===== src/design/sclh_regs.vh =====
// Character codes, limits and timing constants of the serial link handler.
`ifndef SCLH_REGS_VH
`define SCLH_REGS_VH
`define SCLH_STX      8'h02
`define SCLH_ETX      8'h03
`define SCLH_EOT      8'h04
`define SCLH_ACK      8'h06
`define SCLH_LF       8'h0a
`define SCLH_CR       8'h0d
`define SCLH_NAK      8'h15
`define SCLH_SPACE    8'h20
`define SCLH_STAR     8'h2a
`define SCLH_COLON    8'h3a
`define SCLH_SEMI     8'h3b
`define SCLH_QMARK    8'h3f
`define SCLH_CH_A     8'h41
`define SCLH_CH_E     8'h45
`define SCLH_CH_I     8'h49
`define SCLH_CH_O     8'h4f
`define SCLH_CH_U     8'h55
`define SCLH_LOW_A    8'h61
`define SCLH_LOW_Z    8'h7a
`define SCLH_CASE_BIT 8'h20
`define SCLH_HDR_MAX  4'hc
`define SCLH_SHORT4   4'h4
`define SCLH_SHORT3   4'h3
`define SCLH_ADDR_DEF 5'h09
`define SCLH_ADDR_MIN 5'h01
`define SCLH_CLK_HZ   32'h0098_9680
`define SCLH_TMO_S    32'h0000_000f
`define SCLH_MS_PER_S 32'h0000_03e8
`endif


===== src/design/sclh_timer.v =====
// Prescaled protocol timeout timer with restart and stop.
`timescale 1ns/100ps
`default_nettype none
module sclh_timer #(
  parameter integer TICK_CYCLES = 10000,
  parameter integer TMO_TICKS   = 15000
) (
  input  wire ref_clk,
  input  wire srst,
  input  wire clr,
  input  wire run,
  output wire expired
);
  localparam integer PRE_END_I = TICK_CYCLES - 1;
  localparam [23:0]  PRE_END   = PRE_END_I[23:0];
  localparam [23:0]  TICK_END  = TMO_TICKS[23:0];
  reg [23:0] pre_q;
  reg [23:0] ticks_q;
  reg        exp_q;

  // The prescaler divides the system clock into millisecond ticks.
  always @(posedge ref_clk) begin
    if (srst || clr) begin
      pre_q   <= 24'h00_0000;
      ticks_q <= 24'h00_0000;
      exp_q   <= 1'b0;
    end else if (run && !exp_q) begin
      if (pre_q == PRE_END) begin
        pre_q   <= 24'h00_0000;
        ticks_q <= ticks_q + 24'h00_0001;
        if (ticks_q + 24'h00_0001 == TICK_END) begin
          exp_q <= 1'b1;
        end
      end else begin
        pre_q <= pre_q + 24'h00_0001;
      end
    end
  end

  assign expired = exp_q;
endmodule // sclh_timer
`default_nettype wire


===== src/design/sclh_kw_match.v =====
// Case-blind long/short form matcher for one command header keyword.
`timescale 1ns/100ps
`default_nettype none
`include "sclh_regs.vh"
module sclh_kw_match #(
  parameter [95:0] KW     = 96'h0,
  parameter [3:0]  KW_LEN = 4'h4
) (
  input  wire       ref_clk,
  input  wire       srst,
  input  wire       clr,
  input  wire       chr_en,
  input  wire [7:0] chr,
  output wire       hit
);
  localparam integer C4_POS = (KW_LEN >= `SCLH_SHORT4) ?
                              KW_LEN - `SCLH_SHORT4 : 0;
  localparam [7:0]   C4     = KW[8*C4_POS +: 8];
  localparam         V4     = (C4 == `SCLH_CH_A) || (C4 == `SCLH_CH_E) ||
                              (C4 == `SCLH_CH_I) || (C4 == `SCLH_CH_O) ||
                              (C4 == `SCLH_CH_U);
  localparam [3:0]   SLEN   = (KW_LEN > `SCLH_SHORT4 && V4) ? `SCLH_SHORT3 :
                              (KW_LEN < `SCLH_SHORT4) ? KW_LEN :
                              `SCLH_SHORT4;

  reg [3:0] pos_q;
  reg       ok_q;

  function [7:0] upcase;
    input [7:0] c;
    begin
      if (c >= `SCLH_LOW_A && c <= `SCLH_LOW_Z) begin
        upcase = c & ~`SCLH_CASE_BIT;
      end else begin
        upcase = c;
      end
    end
  endfunction

  always @(posedge ref_clk) begin
    if (srst || clr) begin
      pos_q <= 4'h0;
      ok_q  <= 1'b1;
    end else if (chr_en) begin
      if (pos_q >= KW_LEN) begin
        ok_q <= 1'b0;
      end else if (upcase(chr) != KW[8*(KW_LEN-1-pos_q) +: 8]) begin
        ok_q <= 1'b0;
      end
      if (pos_q != 4'hf) begin
        pos_q <= pos_q + 4'h1;
      end
    end
  end

  // Only the exact long form or the exact short form is a hit.
  assign hit = ok_q && (pos_q == KW_LEN || pos_q == SLEN);
endmodule // sclh_kw_match
`default_nettype wire


===== src/design/sclh_link.v =====
// Serial command link handler with framing, timers and remote state.
`timescale 1ns/100ps
`default_nettype none
`include "sclh_regs.vh"
// Notes on behaviour
// - Idle device accepts frame STX, command text, LF, ETX in order.
// - After a complete frame reply ACK if valid, else NAK.
// - Response block is STX, data text, CR, LF, ETX.
// - Blocks repeat until data run out, then EOT and idle.
// - Response timer starts when a block's ETX is fully sent.
// - Response timer stops on a valid ACK from the host.
// - Response timer reaching 15 s sends EOT and returns idle.
// - Receive timer starts on the frame's opening STX.
// - Each arriving frame character restarts the receive timer.
// - Receive timer stops on the closing ETX.
// - Receive timeout discards the partial command and returns idle.
// - Bus address selectable 1 to 31, default 9, effective at once.
// - Addressed command enters remote; all keys but local key disabled.
// - Local key or go-to-local leaves remote state.
// - Local lockout disables local key; only go-to-local releases.
// - Each command header level holds at most 12 characters.
// - Headers match only their exact long or short form.
// - Short form is four letters, three if fourth is vowel.
// - Header matching ignores letter case.
// - Colon separates levels; optional levels may be left out.
// - Link follows the character-oriented control procedure.
module sclh_link #(
  parameter integer TICK_CYCLES = `SCLH_CLK_HZ / `SCLH_MS_PER_S,
  parameter integer TMO_TICKS   = `SCLH_TMO_S * `SCLH_MS_PER_S,
  parameter integer NKW         = 10
) (
  input  wire       ref_clk,
  input  wire       srst,
  input  wire       rx_valid,
  input  wire [7:0] rx_data,
  output wire       tx_valid,
  output wire [7:0] tx_data,
  input  wire       tx_ready,
  output wire       cmd_chr_valid,
  output wire [7:0] cmd_chr,
  output wire       cmd_valid,
  output wire       cmd_query,
  output wire       cmd_abort,
  input  wire       resp_valid,
  input  wire [7:0] resp_data,
  input  wire       resp_last,
  input  wire       resp_final,
  output wire       resp_ready,
  input  wire       addr_set,
  input  wire [4:0] addr_in,
  output wire [4:0] bus_addr,
  input  wire       bus_msg,
  input  wire [4:0] bus_msg_addr,
  input  wire       gtl_cmd,
  input  wire       llo_cmd,
  input  wire       local_softkey,
  output wire       remote,
  output wire       lockout,
  output wire       front_keys_en,
  output wire       local_key_en
);
  localparam [3:0] ST_IDLE  = 4'h0;
  localparam [3:0] ST_RX    = 4'h1;
  localparam [3:0] ST_WEOT  = 4'h2;
  localparam [3:0] ST_TSTX  = 4'h3;
  localparam [3:0] ST_TDATA = 4'h4;
  localparam [3:0] ST_TCR   = 4'h5;
  localparam [3:0] ST_TLF   = 4'h6;
  localparam [3:0] ST_TETX  = 4'h7;
  localparam [3:0] ST_TEND  = 4'h8;
  localparam [3:0] ST_WACK  = 4'h9;
  localparam [3:0] ST_TEOT  = 4'ha;
  localparam [3:0] ST_FIN   = 4'hb;

  reg [3:0] state_q;
  reg [7:0] tx_data_q;
  reg       tx_valid_q;
  reg       go_eot_q;
  reg       more_q;
  reg       cmd_valid_q;
  reg       cmd_query_q;
  reg       cmd_abort_q;
  reg       chr_valid_q;
  reg [7:0] chr_q;
  reg [3:0] lvl_len_q;
  reg       in_hdr_q;
  reg       first_q;
  reg       ok_q;
  reg       any_q;
  reg       lf_q;
  reg       query_q;
  reg [4:0] addr_q;
  reg       remote_q;
  reg       lockout_q;

  wire           tx_free = !tx_valid_q || tx_ready;
  wire           sent    = tx_valid_q && tx_ready;
  wire           tmo_a;
  wire           tmo_b;
  wire [NKW-1:0] hits;
  wire           rx_chr  = (state_q == ST_RX) && rx_valid && !tmo_b;
  wire           is_sep  = (rx_data == `SCLH_COLON) ||
                           (rx_data == `SCLH_SPACE) ||
                           (rx_data == `SCLH_QMARK) ||
                           (rx_data == `SCLH_SEMI)  ||
                           (rx_data == `SCLH_LF);
  wire           skip    = (rx_data == `SCLH_STAR) && (lvl_len_q == 4'h0);
  wire           lvl_end = rx_chr && in_hdr_q && is_sep;
  wire           feed    = rx_chr && in_hdr_q && !is_sep && !skip &&
                           (rx_data != `SCLH_ETX);
  wire           frm_ok  = ok_q && any_q && lf_q;

  // Keyword set known to the parser, stored right-aligned.
  function [95:0] kw_of;
    input integer idx;
    begin
      case (idx)
        0:       kw_of = "DISPLAY";
        1:       kw_of = "CONTRAST";
        2:       kw_of = "SOURCE";
        3:       kw_of = "VOLTAGE";
        4:       kw_of = "CURRENT";
        5:       kw_of = "SYSTEM";
        6:       kw_of = "INITIATE";
        7:       kw_of = "IMMEDIATE";
        8:       kw_of = "CLS";
        default: kw_of = "RST";
      endcase
    end
  endfunction

  function [3:0] kw_len;
    input integer idx;
    begin
      case (idx)
        0, 3, 4: kw_len = 4'h7;
        1, 6:    kw_len = 4'h8;
        2, 5:    kw_len = 4'h6;
        7:       kw_len = 4'h9;
        default: kw_len = 4'h3;
      endcase
    end
  endfunction

  genvar gi;
  generate
    for (gi = 0; gi < NKW; gi = gi + 1) begin : g_kw
      sclh_kw_match #(
        .KW     (kw_of(gi)),
        .KW_LEN (kw_len(gi))
      ) u_kw (
        .ref_clk (ref_clk),
        .srst    (srst),
        .clr     (lvl_end || state_q == ST_IDLE),
        .chr_en  (feed),
        .chr     (rx_data),
        .hit     (hits[gi])
      );
    end
  endgenerate

  sclh_timer #(
    .TICK_CYCLES (TICK_CYCLES),
    .TMO_TICKS   (TMO_TICKS)
  ) u_tmr_resp (
    .ref_clk (ref_clk),
    .srst    (srst),
    .clr     (state_q != ST_WACK),
    .run     (state_q == ST_WACK),
    .expired (tmo_a)
  );

  sclh_timer #(
    .TICK_CYCLES (TICK_CYCLES),
    .TMO_TICKS   (TMO_TICKS)
  ) u_tmr_recv (
    .ref_clk (ref_clk),
    .srst    (srst),
    .clr     (state_q == ST_IDLE || rx_chr),
    .run     (state_q == ST_RX),
    .expired (tmo_b)
  );

  // Header parser; a level closes on a separator and must name a keyword.
  always @(posedge ref_clk) begin
    if (srst || state_q == ST_IDLE) begin
      lvl_len_q <= 4'h0;
      in_hdr_q  <= 1'b1;
      first_q   <= 1'b1;
      ok_q      <= 1'b1;
      any_q     <= 1'b0;
      lf_q      <= 1'b0;
      query_q   <= 1'b0;
    end else if (rx_chr && rx_data != `SCLH_ETX) begin
      lf_q <= (rx_data == `SCLH_LF);
      if (feed && lvl_len_q != 4'hf) begin
        lvl_len_q <= lvl_len_q + 4'h1;
      end
      if (lvl_end) begin
        lvl_len_q <= 4'h0;
        first_q   <= 1'b0;
        if (rx_data != `SCLH_COLON) begin
          in_hdr_q <= 1'b0;
        end
        if (rx_data == `SCLH_QMARK) begin
          query_q <= 1'b1;
        end
        if (lvl_len_q == 4'h0) begin
          if (!(first_q && rx_data == `SCLH_COLON)) begin
            ok_q <= 1'b0;
          end
        end else begin
          any_q <= 1'b1;
          if (lvl_len_q > `SCLH_HDR_MAX || hits == {NKW{1'b0}}) begin
            ok_q <= 1'b0;
          end
        end
      end
    end
  end

  // Link sequencer for frames, replies and response blocks.
  always @(posedge ref_clk) begin
    if (srst) begin
      state_q     <= ST_IDLE;
      tx_data_q   <= 8'h00;
      tx_valid_q  <= 1'b0;
      go_eot_q    <= 1'b0;
      more_q      <= 1'b0;
      cmd_valid_q <= 1'b0;
      cmd_query_q <= 1'b0;
      cmd_abort_q <= 1'b0;
      chr_valid_q <= 1'b0;
      chr_q       <= 8'h00;
    end else begin
      cmd_valid_q <= 1'b0;
      cmd_abort_q <= 1'b0;
      chr_valid_q <= 1'b0;
      if (sent) begin
        tx_valid_q <= 1'b0;
      end
      case (state_q)
        ST_IDLE: begin
          if (rx_valid && rx_data == `SCLH_STX) begin
            state_q <= ST_RX;
          end
        end
        ST_RX: begin
          if (tmo_b) begin
            state_q     <= ST_IDLE;
            cmd_abort_q <= 1'b1;
          end else if (rx_valid && rx_data == `SCLH_ETX) begin
            tx_data_q   <= frm_ok ? `SCLH_ACK : `SCLH_NAK;
            tx_valid_q  <= 1'b1;
            go_eot_q    <= frm_ok && query_q;
            cmd_valid_q <= frm_ok;
            cmd_query_q <= query_q;
            cmd_abort_q <= !frm_ok;
            state_q     <= ST_FIN;
          end else if (rx_valid) begin
            chr_valid_q <= 1'b1;
            chr_q       <= rx_data;
          end
        end
        ST_WEOT: begin
          if (rx_valid && rx_data == `SCLH_EOT) begin
            state_q <= ST_TSTX;
          end
        end
        ST_TSTX: begin
          if (tx_free) begin
            tx_data_q  <= `SCLH_STX;
            tx_valid_q <= 1'b1;
            state_q    <= ST_TDATA;
          end
        end
        ST_TDATA: begin
          if (tx_free && resp_valid) begin
            tx_data_q  <= resp_data;
            tx_valid_q <= 1'b1;
            if (resp_last) begin
              more_q  <= !resp_final;
              state_q <= ST_TCR;
            end
          end
        end
        ST_TCR: begin
          if (tx_free) begin
            tx_data_q  <= `SCLH_CR;
            tx_valid_q <= 1'b1;
            state_q    <= ST_TLF;
          end
        end
        ST_TLF: begin
          if (tx_free) begin
            tx_data_q  <= `SCLH_LF;
            tx_valid_q <= 1'b1;
            state_q    <= ST_TETX;
          end
        end
        ST_TETX: begin
          if (tx_free) begin
            tx_data_q  <= `SCLH_ETX;
            tx_valid_q <= 1'b1;
            state_q    <= ST_TEND;
          end
        end
        ST_TEND: begin
          if (sent) begin
            state_q <= ST_WACK;
          end
        end
        ST_WACK: begin
          if (tmo_a) begin
            state_q <= ST_TEOT;
          end else if (rx_valid && rx_data == `SCLH_ACK) begin
            state_q <= more_q ? ST_TSTX : ST_TEOT;
          end
        end
        ST_TEOT: begin
          if (tx_free) begin
            tx_data_q  <= `SCLH_EOT;
            tx_valid_q <= 1'b1;
            go_eot_q   <= 1'b0;
            state_q    <= ST_FIN;
          end
        end
        ST_FIN: begin
          if (sent) begin
            state_q <= go_eot_q ? ST_WEOT : ST_IDLE;
          end
        end
        default: begin
          state_q <= ST_IDLE;
        end
      endcase
    end
  end

  // Bus address and remote, local and lockout state.
  always @(posedge ref_clk) begin
    if (srst) begin
      addr_q    <= `SCLH_ADDR_DEF;
      remote_q  <= 1'b0;
      lockout_q <= 1'b0;
    end else begin
      if (addr_set && addr_in >= `SCLH_ADDR_MIN) begin
        addr_q <= addr_in;
      end
      if ((bus_msg && bus_msg_addr == addr_q) || cmd_valid_q) begin
        remote_q <= 1'b1;
      end else if (gtl_cmd || (local_softkey && !lockout_q)) begin
        remote_q <= 1'b0;
      end
      if (llo_cmd) begin
        lockout_q <= 1'b1;
      end else if (gtl_cmd) begin
        lockout_q <= 1'b0;
      end
    end
  end

  assign tx_valid      = tx_valid_q;
  assign tx_data       = tx_data_q;
  assign resp_ready    = (state_q == ST_TDATA) && tx_free;
  assign cmd_chr_valid = chr_valid_q;
  assign cmd_chr       = chr_q;
  assign cmd_valid     = cmd_valid_q;
  assign cmd_query     = cmd_query_q;
  assign cmd_abort     = cmd_abort_q;
  assign bus_addr      = addr_q;
  assign remote        = remote_q;
  assign lockout       = lockout_q;
  assign front_keys_en = !remote_q;
  assign local_key_en  = remote_q && !lockout_q;
endmodule // sclh_link
`default_nettype wire


===== config.mk =====
export PLATFORM = sky130hd
export DESIGN_NAME = sclh_link
export DESIGN_NICKNAME = d
export VERILOG_FILES = /design/src/design/sclh_timer.v /design/src/design/sclh_kw_match.v /design/src/design/sclh_link.v
export VERILOG_INCLUDE_DIRS = /design/src /design/src/design
export SDC_FILE = /design/constraint.sdc
export NUM_CORES = 1
export LEC_CHECK = 0
export ABC_AREA = 1
export BUFFER_PORTS_ARGS = -buffer_cell sky130_fd_sc_hd__buf_4
export CAP_MARGIN = 30
export CORE_MARGIN = 3
export CORE_UTILIZATION = 25
export DETAILED_ROUTE_END_ITERATION = 16
export PLACE_DENSITY_LB_ADDON = 0.3
export REMOVE_ABC_BUFFERS = 1
export SLEW_MARGIN = 20
export SYNTH_ARGS = -nofsm -noshare
export SYNTH_HDL_FRONTEND = slang
export SYNTH_SLANG_ARGS = --single-unit

===== constraint.sdc =====
create_clock -name ref_clk -period 2.1 [get_ports ref_clk]
set_input_delay 0.315 -clock ref_clk [delete_from_list [all_inputs] [get_ports ref_clk]]
set_output_delay 0.315 -clock ref_clk [all_outputs]
set_load 0.1 [all_outputs]

# Word-level counts from Yosys, hierarchy flattened
# Index checks and enable logic that the tools add are counted.
# W data, S select, Z words.
[totals] input_bits=38 out_inout_bits=31 regBits=192 elab_cells=414
[op_classes] shift=10 order_cmp=14 reduce_logical=128 bitwise_logic=4 n_addsub=25 mux=103 n_eq_ne=84
[op_table] operator="$shiftx A96 B33 Y8 const A" n=10
[op_table] operator="$mux W8" n=38
[op_table] operator="$add A24 B1 Y24 const B" n=4
[op_table] operator="$eq A24 B14 Y1 const B" n=4
[op_table] operator="$ne A8 B8 Y1" n=10
[op_table] operator="$mux W4" n=18
[op_table] operator="$eq A4 B3 Y1 const B" n=16
[op_table] operator="$pmux W8 S7" n=1
[op_table] operator="$mux W24" n=2
[op_table] operator="$ne A4 B4 Y1 const B" n=12
[op_table] operator="$pmux W4 S12" n=1
[op_table] operator="$reduce_and A2 Y1" n=24
[op_table] operator="$add A4 B1 Y4 const B" n=11
[op_table] operator="$eq A8 B6 Y1 const B" n=5
[op_table] operator="$logic_and A1 B1 Y1" n=38
[op_table] operator="$mux W1" n=38
[op_table] operator="$sub A3 B4 Y5 const A" n=7
[op_table] operator="$reduce_bool A2 Y1" n=15
[op_table] operator="$eq A4 B4 Y1 const B" n=7
[op_table] operator="$ne A2 B2 Y1 const B" n=13
[op_table] operator="$logic_or A1 B1 Y1" n=22
[op_table] operator="$reduce_and A3 Y1" n=7
[op_table] operator="$eq A4 B2 Y1 const B" n=5
[op_table] operator="$ge A4 B3 Y1 const B" n=5
[op_table] operator="33 further kinds" n=55

# Longest topological paths before layout
# Gate-level depths: netlist of the first run.
[depth] word_depth=14 ltp_mapped=16 mapped_depth_nobuf=16

# Cells and area by module
# From an unflattened synthesis of the first run, not the netlist that was laid out.
[hier_totals] hier_cells=2197 hier_area_um2=13427.9
[by_module_without_submodules] mod="sclh_timer (u_tmr_recv)" cells_each=436 area_per_inst_um2=2844.0 instances=1 seq_area_each_um2=980.9
[by_module_without_submodules] mod="sclh_timer (u_tmr_resp)" cells_each=434 area_per_inst_um2=2835.2 instances=1 seq_area_each_um2=980.9
[by_module_without_submodules] mod="sclh_link" cells_each=399 area_per_inst_um2=2503.7 instances=1 seq_area_each_um2=880.8
[by_module_without_submodules] mod="sclh_kw_match (g_kw[4].u_kw)" cells_each=107 area_per_inst_um2=600.6 instances=1 seq_area_each_um2=100.1
[by_module_without_submodules] mod="sclh_kw_match (g_kw[2].u_kw)" cells_each=105 area_per_inst_um2=598.1 instances=1 seq_area_each_um2=100.1
[by_module_without_submodules] mod="sclh_kw_match (g_kw[7].u_kw)" cells_each=101 area_per_inst_um2=593.1 instances=1 seq_area_each_um2=100.1
[by_module_without_submodules] mod="sclh_kw_match (g_kw[5].u_kw)" cells_each=102 area_per_inst_um2=558.0 instances=1 seq_area_each_um2=100.1
[by_module_without_submodules] mod="sclh_kw_match (g_kw[3].u_kw)" cells_each=97 area_per_inst_um2=555.5 instances=1 seq_area_each_um2=100.1
[by_module_without_submodules] mod="sclh_kw_match (g_kw[0].u_kw)" cells_each=92 area_per_inst_um2=495.5 instances=1 seq_area_each_um2=100.1
[by_module_without_submodules] mod="sclh_kw_match (g_kw[6].u_kw)" cells_each=85 area_per_inst_um2=485.5 instances=1 seq_area_each_um2=100.1
[by_module_without_submodules] mod="sclh_kw_match (g_kw[1].u_kw)" cells_each=86 area_per_inst_um2=483.0 instances=1 seq_area_each_um2=100.1
[by_module_without_submodules] mod="sclh_kw_match (g_kw[8].u_kw)" cells_each=80 area_per_inst_um2=455.4 instances=1 seq_area_each_um2=100.1
[by_module_without_submodules] mod="sclh_kw_match (g_kw[9].u_kw)" cells_each=73 area_per_inst_um2=420.4 instances=1 seq_area_each_um2=100.1

# Worst setup path before layout of the first run
# OpenSTA, ideal clock, no wires.
[synth_timing] path_type="reg-to-output" startpoint="reg remote_q, in the netlist remote" endpoint="out local_key_en" path_stages_with_launch=3 slack_ns=-1.325 n_path_buf=0 t_arrival_ns=3.110 required_time_ns=1.785 path_cell_list="dfxtp_1 > inv_1 > nor2_1"
[synth_via] elab_chain_cells=1
[synth_rtl] element="start, declared" line="sclh_link.v:93" source="reg remote_q;"
[synth_rtl] element="start signal, assigned" line="sclh_link.v:344" source="remote_q <= 1'b0;"
[synth_rtl] element="start signal, assigned" line="sclh_link.v:351" source="remote_q <= 1'b1;"
[synth_rtl] element="start signal, assigned" line="sclh_link.v:353" source="remote_q <= 1'b0;"
[synth_rtl] element="$logic_and A1 B1 Y1" line="sclh_link.v:375" source="assign local_key_en = remote_q && !lockout_q;"
[synth_rtl] element="end, declared" line="sclh_link.v:60" source="output wire local_key_en"
# No other way between the ends.

# Worst setup path after layout of the first run
[layout_timing] startpoint="reg state_q[3]" endpoint="out resp_ready"
[layout_via] elab_chain_cells=2
[layout_rtl] element="start, declared" line="sclh_link.v:75" source="reg [3:0] state_q;"
[layout_rtl] element="start signal, assigned" line="sclh_link.v:317" source="state_q <= more_q ? ST_TSTX : ST_TEOT;"
[layout_rtl] element="start signal, assigned" line="sclh_link.v:330" source="state_q <= go_eot_q ? ST_WEOT : ST_IDLE;"
[layout_rtl] element="$eq A4 B3 Y1" line="sclh_link.v:365" source="assign resp_ready = (state_q == ST_TDATA) && tx_free;"
[layout_rtl] element="$logic_and A1 B1 Y1" line="sclh_link.v:365"
[layout_rtl] element="end, declared" line="sclh_link.v:48" source="output wire resp_ready,"
# No other way between the ends.

==> results.cfg, run 1 <==
[sta]
tns_ps = 0
finalCritPeriodShare = 0.944
setup-violations-final = 0
grt_setup_unrepaired = yes
finClkSkew_ps = 10.9
period_minus_slack_ps = 1980
max_clock_freq_mhz = 504
slew_headroom = 0.598
worst_slew_pin_slew_ps = 597
worst_slack_ps = 117
holdWs_ps = 60.7
final-max-slew-violation-count = 0
finalHoldViolations = 0

[floorplan]
die_y_um = 225
die-area_um2 = 50800
rows = 79
die_w_um = 225
design.core.area_um2 = 47100
io_pins = 69
initial_core_util = 0.256

[clocking]
clock_path_buffers = 2
cts_tree = yes
cts.root.buffer_cell = clkbuf_16
clock_latency_ps = 460
numCtsBuffers = 17
cts_sinks = 192
ctsHtreeMaxLevel = 4
clk_pin_slew_ps = 80

[place]
place_inst = 2605
dp_hpwl_um = 27700
gp_congestion = 0.872
port_buffers = 68
dpl_worst_slack_ps = 38.8

[routing]
wl_per_cell_um = 13.6
num_vias = 12400
drtIter0Drc = 1014
route.antenna.remaining_nets = 0
dr.pass1.iters = 5
viasPerCell = 4.70
route.detailed.drc = 0
routed_wl_um = 36100

[logic_synthesis]
ys.flop_type = dfxtp_1
async_flop_share = 0
synthDistinctLibCells = 59
synth_warnings = 0
synthesis.area_um2 = 12000
synth_area_leaders = dfxtp_1 (32%), nand2_1 (14%), inv_1 (7.4%)
syn_area_per_cell_um2 = 6.44
synth_cells = 1869
synth-edff-count = 0
yosysSeqAreaShare = 0.319
ys_seq_elements = 192
synth.largest_area_cell = dfxtp_1
synth_most_common_cell = nand2_1
synth_top_area_frac = 0.319
synth_common_cells = nand2_1 (440), inv_1 (238), nor2_1 (238)

[power]
p_seq_frac = 0.379
p_sw_mw = 3.95
pwr-share-clk = 0.305
p_per_area_nw_per_um2 = 706
power_frac_comb = 0.316
p_leak_nw = 5.87
internal_power_mw = 6.54
finalPower_mw = 10.5
ir_worst_vdd_mv = 0.682
switching_share = 0.377

[global_routing]
grt_pass1_vias = 11800
track_usage = 0.142
gr-total-overflow = 0
grt_start_max_net_pins = 20
antenna_found_initial = 0
grt_pass1_wl_um = 59100

[worst_setup_path]
required_ps = 1780
worstSetupEndpointType = primary output
worst_setup_path_start_kind = flop
crit_fanout = 4
critPathArrivalTime_ps = 1670
crit_type = reg -> out

[layout]
syn_to_final_growth_pct = 23.3
multi_input_area_um2 = 7250
drive_above_1_share = 0.157
seqCellArea_um2 = 3850
finalNetCount = 2100
antenna_cells = 0
finalNonFillerCells = 2648
nFillCells = 5107

[outcome]
outcome = completed

[worst_hold_path]
hp-class = in -> reg

[run]
maxCapViolCount = 0
worst max-delay path, stage by stage (launching register included):
cell and delay (ps):
dfxtp_1 320, buf_4 150, inv_1 80, nand2_2 90, nor2_2 100, inv_1 100
nor2_4 170, buf_12 200
worst paths after layout:
kind	depth (start not counted)	to	startpoint	slack, ps
min reg2reg	2	g_kw[7].u_kw.ok_q$_SDFFE_PP1P_	g_kw[7].u_kw.ok_q$_SDFFE_PP1P_	450
min	3	lockout$_SDFFE_PP0P_	llo_cmd	60
max	7	resp_ready	state_q[3]$_SDFFE_PP0P_	120
max reg2reg	14	g_kw[9].u_kw.pos_q[0]$_SDFFE_PP0P_	state_q[1]$_SDFFE_PP0P_	130
logic make-up (layout without fill, tap and decap cells):
logic type      count (synthesis)  count (layout)  share of synthesized area
compound gates                318             318                      0.149
xor+xnor                       61              61                     0.0444
fa+ha+maj                      34              34                     0.0353
simple gates                  969             969                      0.356
flops                         192             192                      0.319
buf+inv                       294             466                     0.0957
mux                             1               1                   0.000832
metal layers:
layer / vias to the layer above / track usage / routed length (µm)
met4: 0 / 0.0461 / 680
li1: 6458 / - / -
met5: - / 0 / 0
met3: 46 / 0.0198 / 1080
met2: 229 / 0.234 / 16500
met1: 5713 / 0.193 / 17800
power by group through the flow:
stage	Clock, mW	Combinational (mW)	Sequential [mW]
2_1_floorplan	0	1.52	4.50
3_3_place_gp	0	3.13	4.05
3_5_place_dp	0	3.15	4.05
4_1_cts	3.33	3.17	3.97
5_1_grt	3.46	3.63	4.00
6_report	3.20	3.31	3.98
placed cells by master (no fill, tap or decap), types with 3 or more instances in the layout:
cell type,count
inv_2,18
o21a_1,5
nor3_2,5
a21oi_2,5
or2_2,6
nand2_4,5
o22ai_1,29
a31oi_1,10
inv_1,234
o21ai_1,17
buf_4,167
a21oi_1,113
nand2_2,11
o21ai_0,96
nor2_4,9
nand3_1,123
xnor2_1,6
nor3_4,3
clkinv_4,5
a211oi_1,8
clkinv_1,3
inv_6,6
nand4_1,44
nor2_1,220
o2111ai_1,4
xor2_1,54
ha_1,32
nand2_1,432
nor3_1,59
nor4_2,3
clkbuf_16,18
o211ai_1,12
dfxtp_1,187
buf_12,7
dfxtp_2,5
nor2_2,23
nor4_1,12
area by class of cell:
class                           count  area share
Tap cell                          607      0.0512
Clock inverter                     14     0.00860
Sequential cell                   192       0.259
Clock buffer                       18      0.0296
Inverter                          257      0.0655
Timing Repair Buffer              177      0.0973
Multi-Input combinational cell   1383       0.489
what timing repair did:
item / CTS / global route
pin swaps: 2 / 10
setup buffers: 1 / 8
gates cloned: 0 / 1
gates resized for setup: 7 / 75
endpoints found under the setup margin: 1 / 67
hold buffers: 1 / 0
hold endpoints to repair: 1 / 0
registers in the layout, indices dropped and copies added (netlist names), 4 cells and up:
register	count
g_kw.u_kw.pos_q	40
u_tmr_resp.pre_q	24
bus_addr	5
tx_data	8
state_q	4
g_kw.u_kw.ok_q	10
u_tmr_recv.pre_q	24
cmd_chr	8
lvl_len_q	4
u_tmr_recv.ticks_q	24
u_tmr_resp.ticks_q	24
stage by stage:
step / area, µm² / utilization
3_5_place_dp: 13900 / 0.296
6_report: 14800 / 0.315
3_3_place_gp: 13900 / 0.296
2_1_floorplan: 11800 / -
5_1_grt: 14800 / 0.315
4_1_cts: 14500 / 0.309
No activity file was read; power rests on OpenSTA's default activity.
==> inputs of run 2 (changes only) <==
--- a/config.mk
+++ b/config.mk
@@ -8,7 +8,9 @@
 export LEC_CHECK = 0
 export ABC_AREA = 1
 export BUFFER_PORTS_ARGS = -buffer_cell sky130_fd_sc_hd__buf_4
-export CAP_MARGIN = 30
+export CAP_MARGIN = 20
+export CELL_PAD_IN_SITES_DETAIL_PLACEMENT = 2
+export CELL_PAD_IN_SITES_GLOBAL_PLACEMENT = 2
 export CORE_MARGIN = 3
 export CORE_UTILIZATION = 25
 export DETAILED_ROUTE_END_ITERATION = 16
==> run 2 against run 1 <==
  * Critical path depth unchanged
  * Clock power up 16%
  * Non-clock buffer count up 34
  * Sequential power about the same
  * Clock skew up 3.1 ps
  * Hold slack worse by 6.1 ps
==> results.cfg, run 2 (synthesized netlist as in run 1, its figures left out) <==
[clocking]
numCtsBuffers = 17
cts.root.buffer_cell = clkbuf_16
clock_path_buffers = 2
clock_latency_ps = 490
clk_pin_slew_ps = 70
ctsHtreeMaxLevel = 4
cts_sinks = 192
cts_tree = yes

[sta]
holdWs_ps = 54.6
max_clock_freq_mhz = 497
final-max-slew-violation-count = 0
grt_setup_unrepaired = yes
finalCritPeriodShare = 0.958
slew_headroom = 0.535
worst_slew_pin_slew_ps = 696
period_minus_slack_ps = 2010
worst_slack_ps = 88.1
setup-violations-final = 0
finalHoldViolations = 0
finClkSkew_ps = 14.0

[global_routing]
track_usage = 0.188
gr-total-overflow = 0
grt_start_max_net_pins = 29
grt_pass1_wl_um = 75900
grt_pass1_vias = 14100
antenna_found_initial = 0

[outcome]
outcome = completed

[worst_setup_path]
crit_type = reg -> out
worstSetupStartpoint = state_q[3]$_SDFFE_PP0P_
required_ps = 1780
crit_fanout = 4
rr_startpoint = lvl_len_q[0]$_SDFFE_PP0P_
worstSetupEndpointType = primary output
worst_setup_path_start_kind = flop
critPathArrivalTime_ps = 1700

[layout]
finalNetCount = 2134
syn_to_final_growth_pct = 28.4
drive_above_1_share = 0.202
finalNonFillerCells = 2681
regMostFlops = g_kw.u_kw.pos_q
layout_common_cells = nand2_1 (418), inv_1 (230), nor2_1 (207), buf_4 (201), dfxtp_1 (179)
largest_register_ffs = 40
final_common_cell = nand2_1
antenna_cells = 0

[worst_hold_path]
worstHoldStart = llo_cmd
hp-class = in -> reg

[power]
p_leak_nw = 6.11
p_per_area_nw_per_um2 = 729
ir_worst_vdd_mv = 0.556

[place]
dp_hpwl_um = 37100
port_buffers = 68
place_inst = 2629
dpl_worst_slack_ps = -223
gp_congestion = 0.806

[routing]
wl_per_cell_um = 17.7
dr.pass1.iters = 4
route.antenna.remaining_nets = 0
drtIter0Drc = 396
viasPerCell = 4.86
route.detailed.drc = 0
num_vias = 13000
routed_wl_um = 47400

[floorplan]
die_y_um = 225
io_pins = 69
initial_core_util = 0.256
design.core.area_um2 = 47100
die_w_um = 225
die-area_um2 = 50800
rows = 79

[run]
maxCapViolCount = 0
-- run 2: metal layers --
| layer | vias to the layer above | wire length (µm) | global-route usage |
|---|---|---|---|
| met5 | - | 0 | 0 |
| met4 | 0 | 969 | 0.0607 |
| met3 | 50 | 650 | 0.0250 |
| met2 | 70 | 24000 | 0.337 |
| met1 | 6397 | 21800 | 0.232 |
| li1 | 6513 | - | - |
-- run 2: what timing repair did --
item,4_1_cts,5_1_grt
pin swaps,3,28
setup endpoints to repair,36,114
gates resized for setup,26,145
endpoints found under the hold margin,1,0
gates cloned,0,0
hold buffers,1,0
setup buffers,4,16
-- run 2: power breakdown --
part           internal, mW  switching, mW
Clock                  2.09           1.62
Combinational          1.19           2.38
Sequential             3.81          0.164
-- run 2: path summary, 6_finish.rpt --
check	endpoint	slack [ps]	depth (start not counted)
worst max-delay path	resp_ready	90	7
worst min-delay path	lockout$_SDFFE_PP0P_	50	3
worst max register to register	g_kw[2].u_kw.pos_q[1]$_SDFFE_PP0P_	120	11
worst min register to register	g_kw[8].u_kw.ok_q$_SDFFE_PP1P_	450	2
-- run 2: cell type report --
| cell class | count | area, µm² |
|---|---|---|
| multi-input combinational | 1383 | 7540 |
| clock buffer | 20 | 467 |
| tap | 607 | 759 |
| inverter | 257 | 983 |
| sequential | 192 | 3860 |
| timing repair buffer | 211 | 1660 |
| clock inverter | 11 | 178 |
| fill | 5694 | 31600 |
-- run 2: metrics by stage --
step	power, mW	instance area (µm²)	TNS, ps	utilization
after floorplan	6.02	11800	-3140	-
after global placement	7.30	14100	-1430	0.299
after detailed placement	7.42	14100	-2270	0.299
after CTS	11.3	14900	-10.8	0.316
after global routing	11.9	15500	-183	0.329
final	11.3	15500	0	0.329
-- run 2: critical path, stage by stage, from the launching register on --
cell and delay (ps):
dfxtp_1 320, buf_4 150, inv_1 90, nand2_2 100, nor2_4 170, inv_2 80, nor2_4 110, buf_12 180
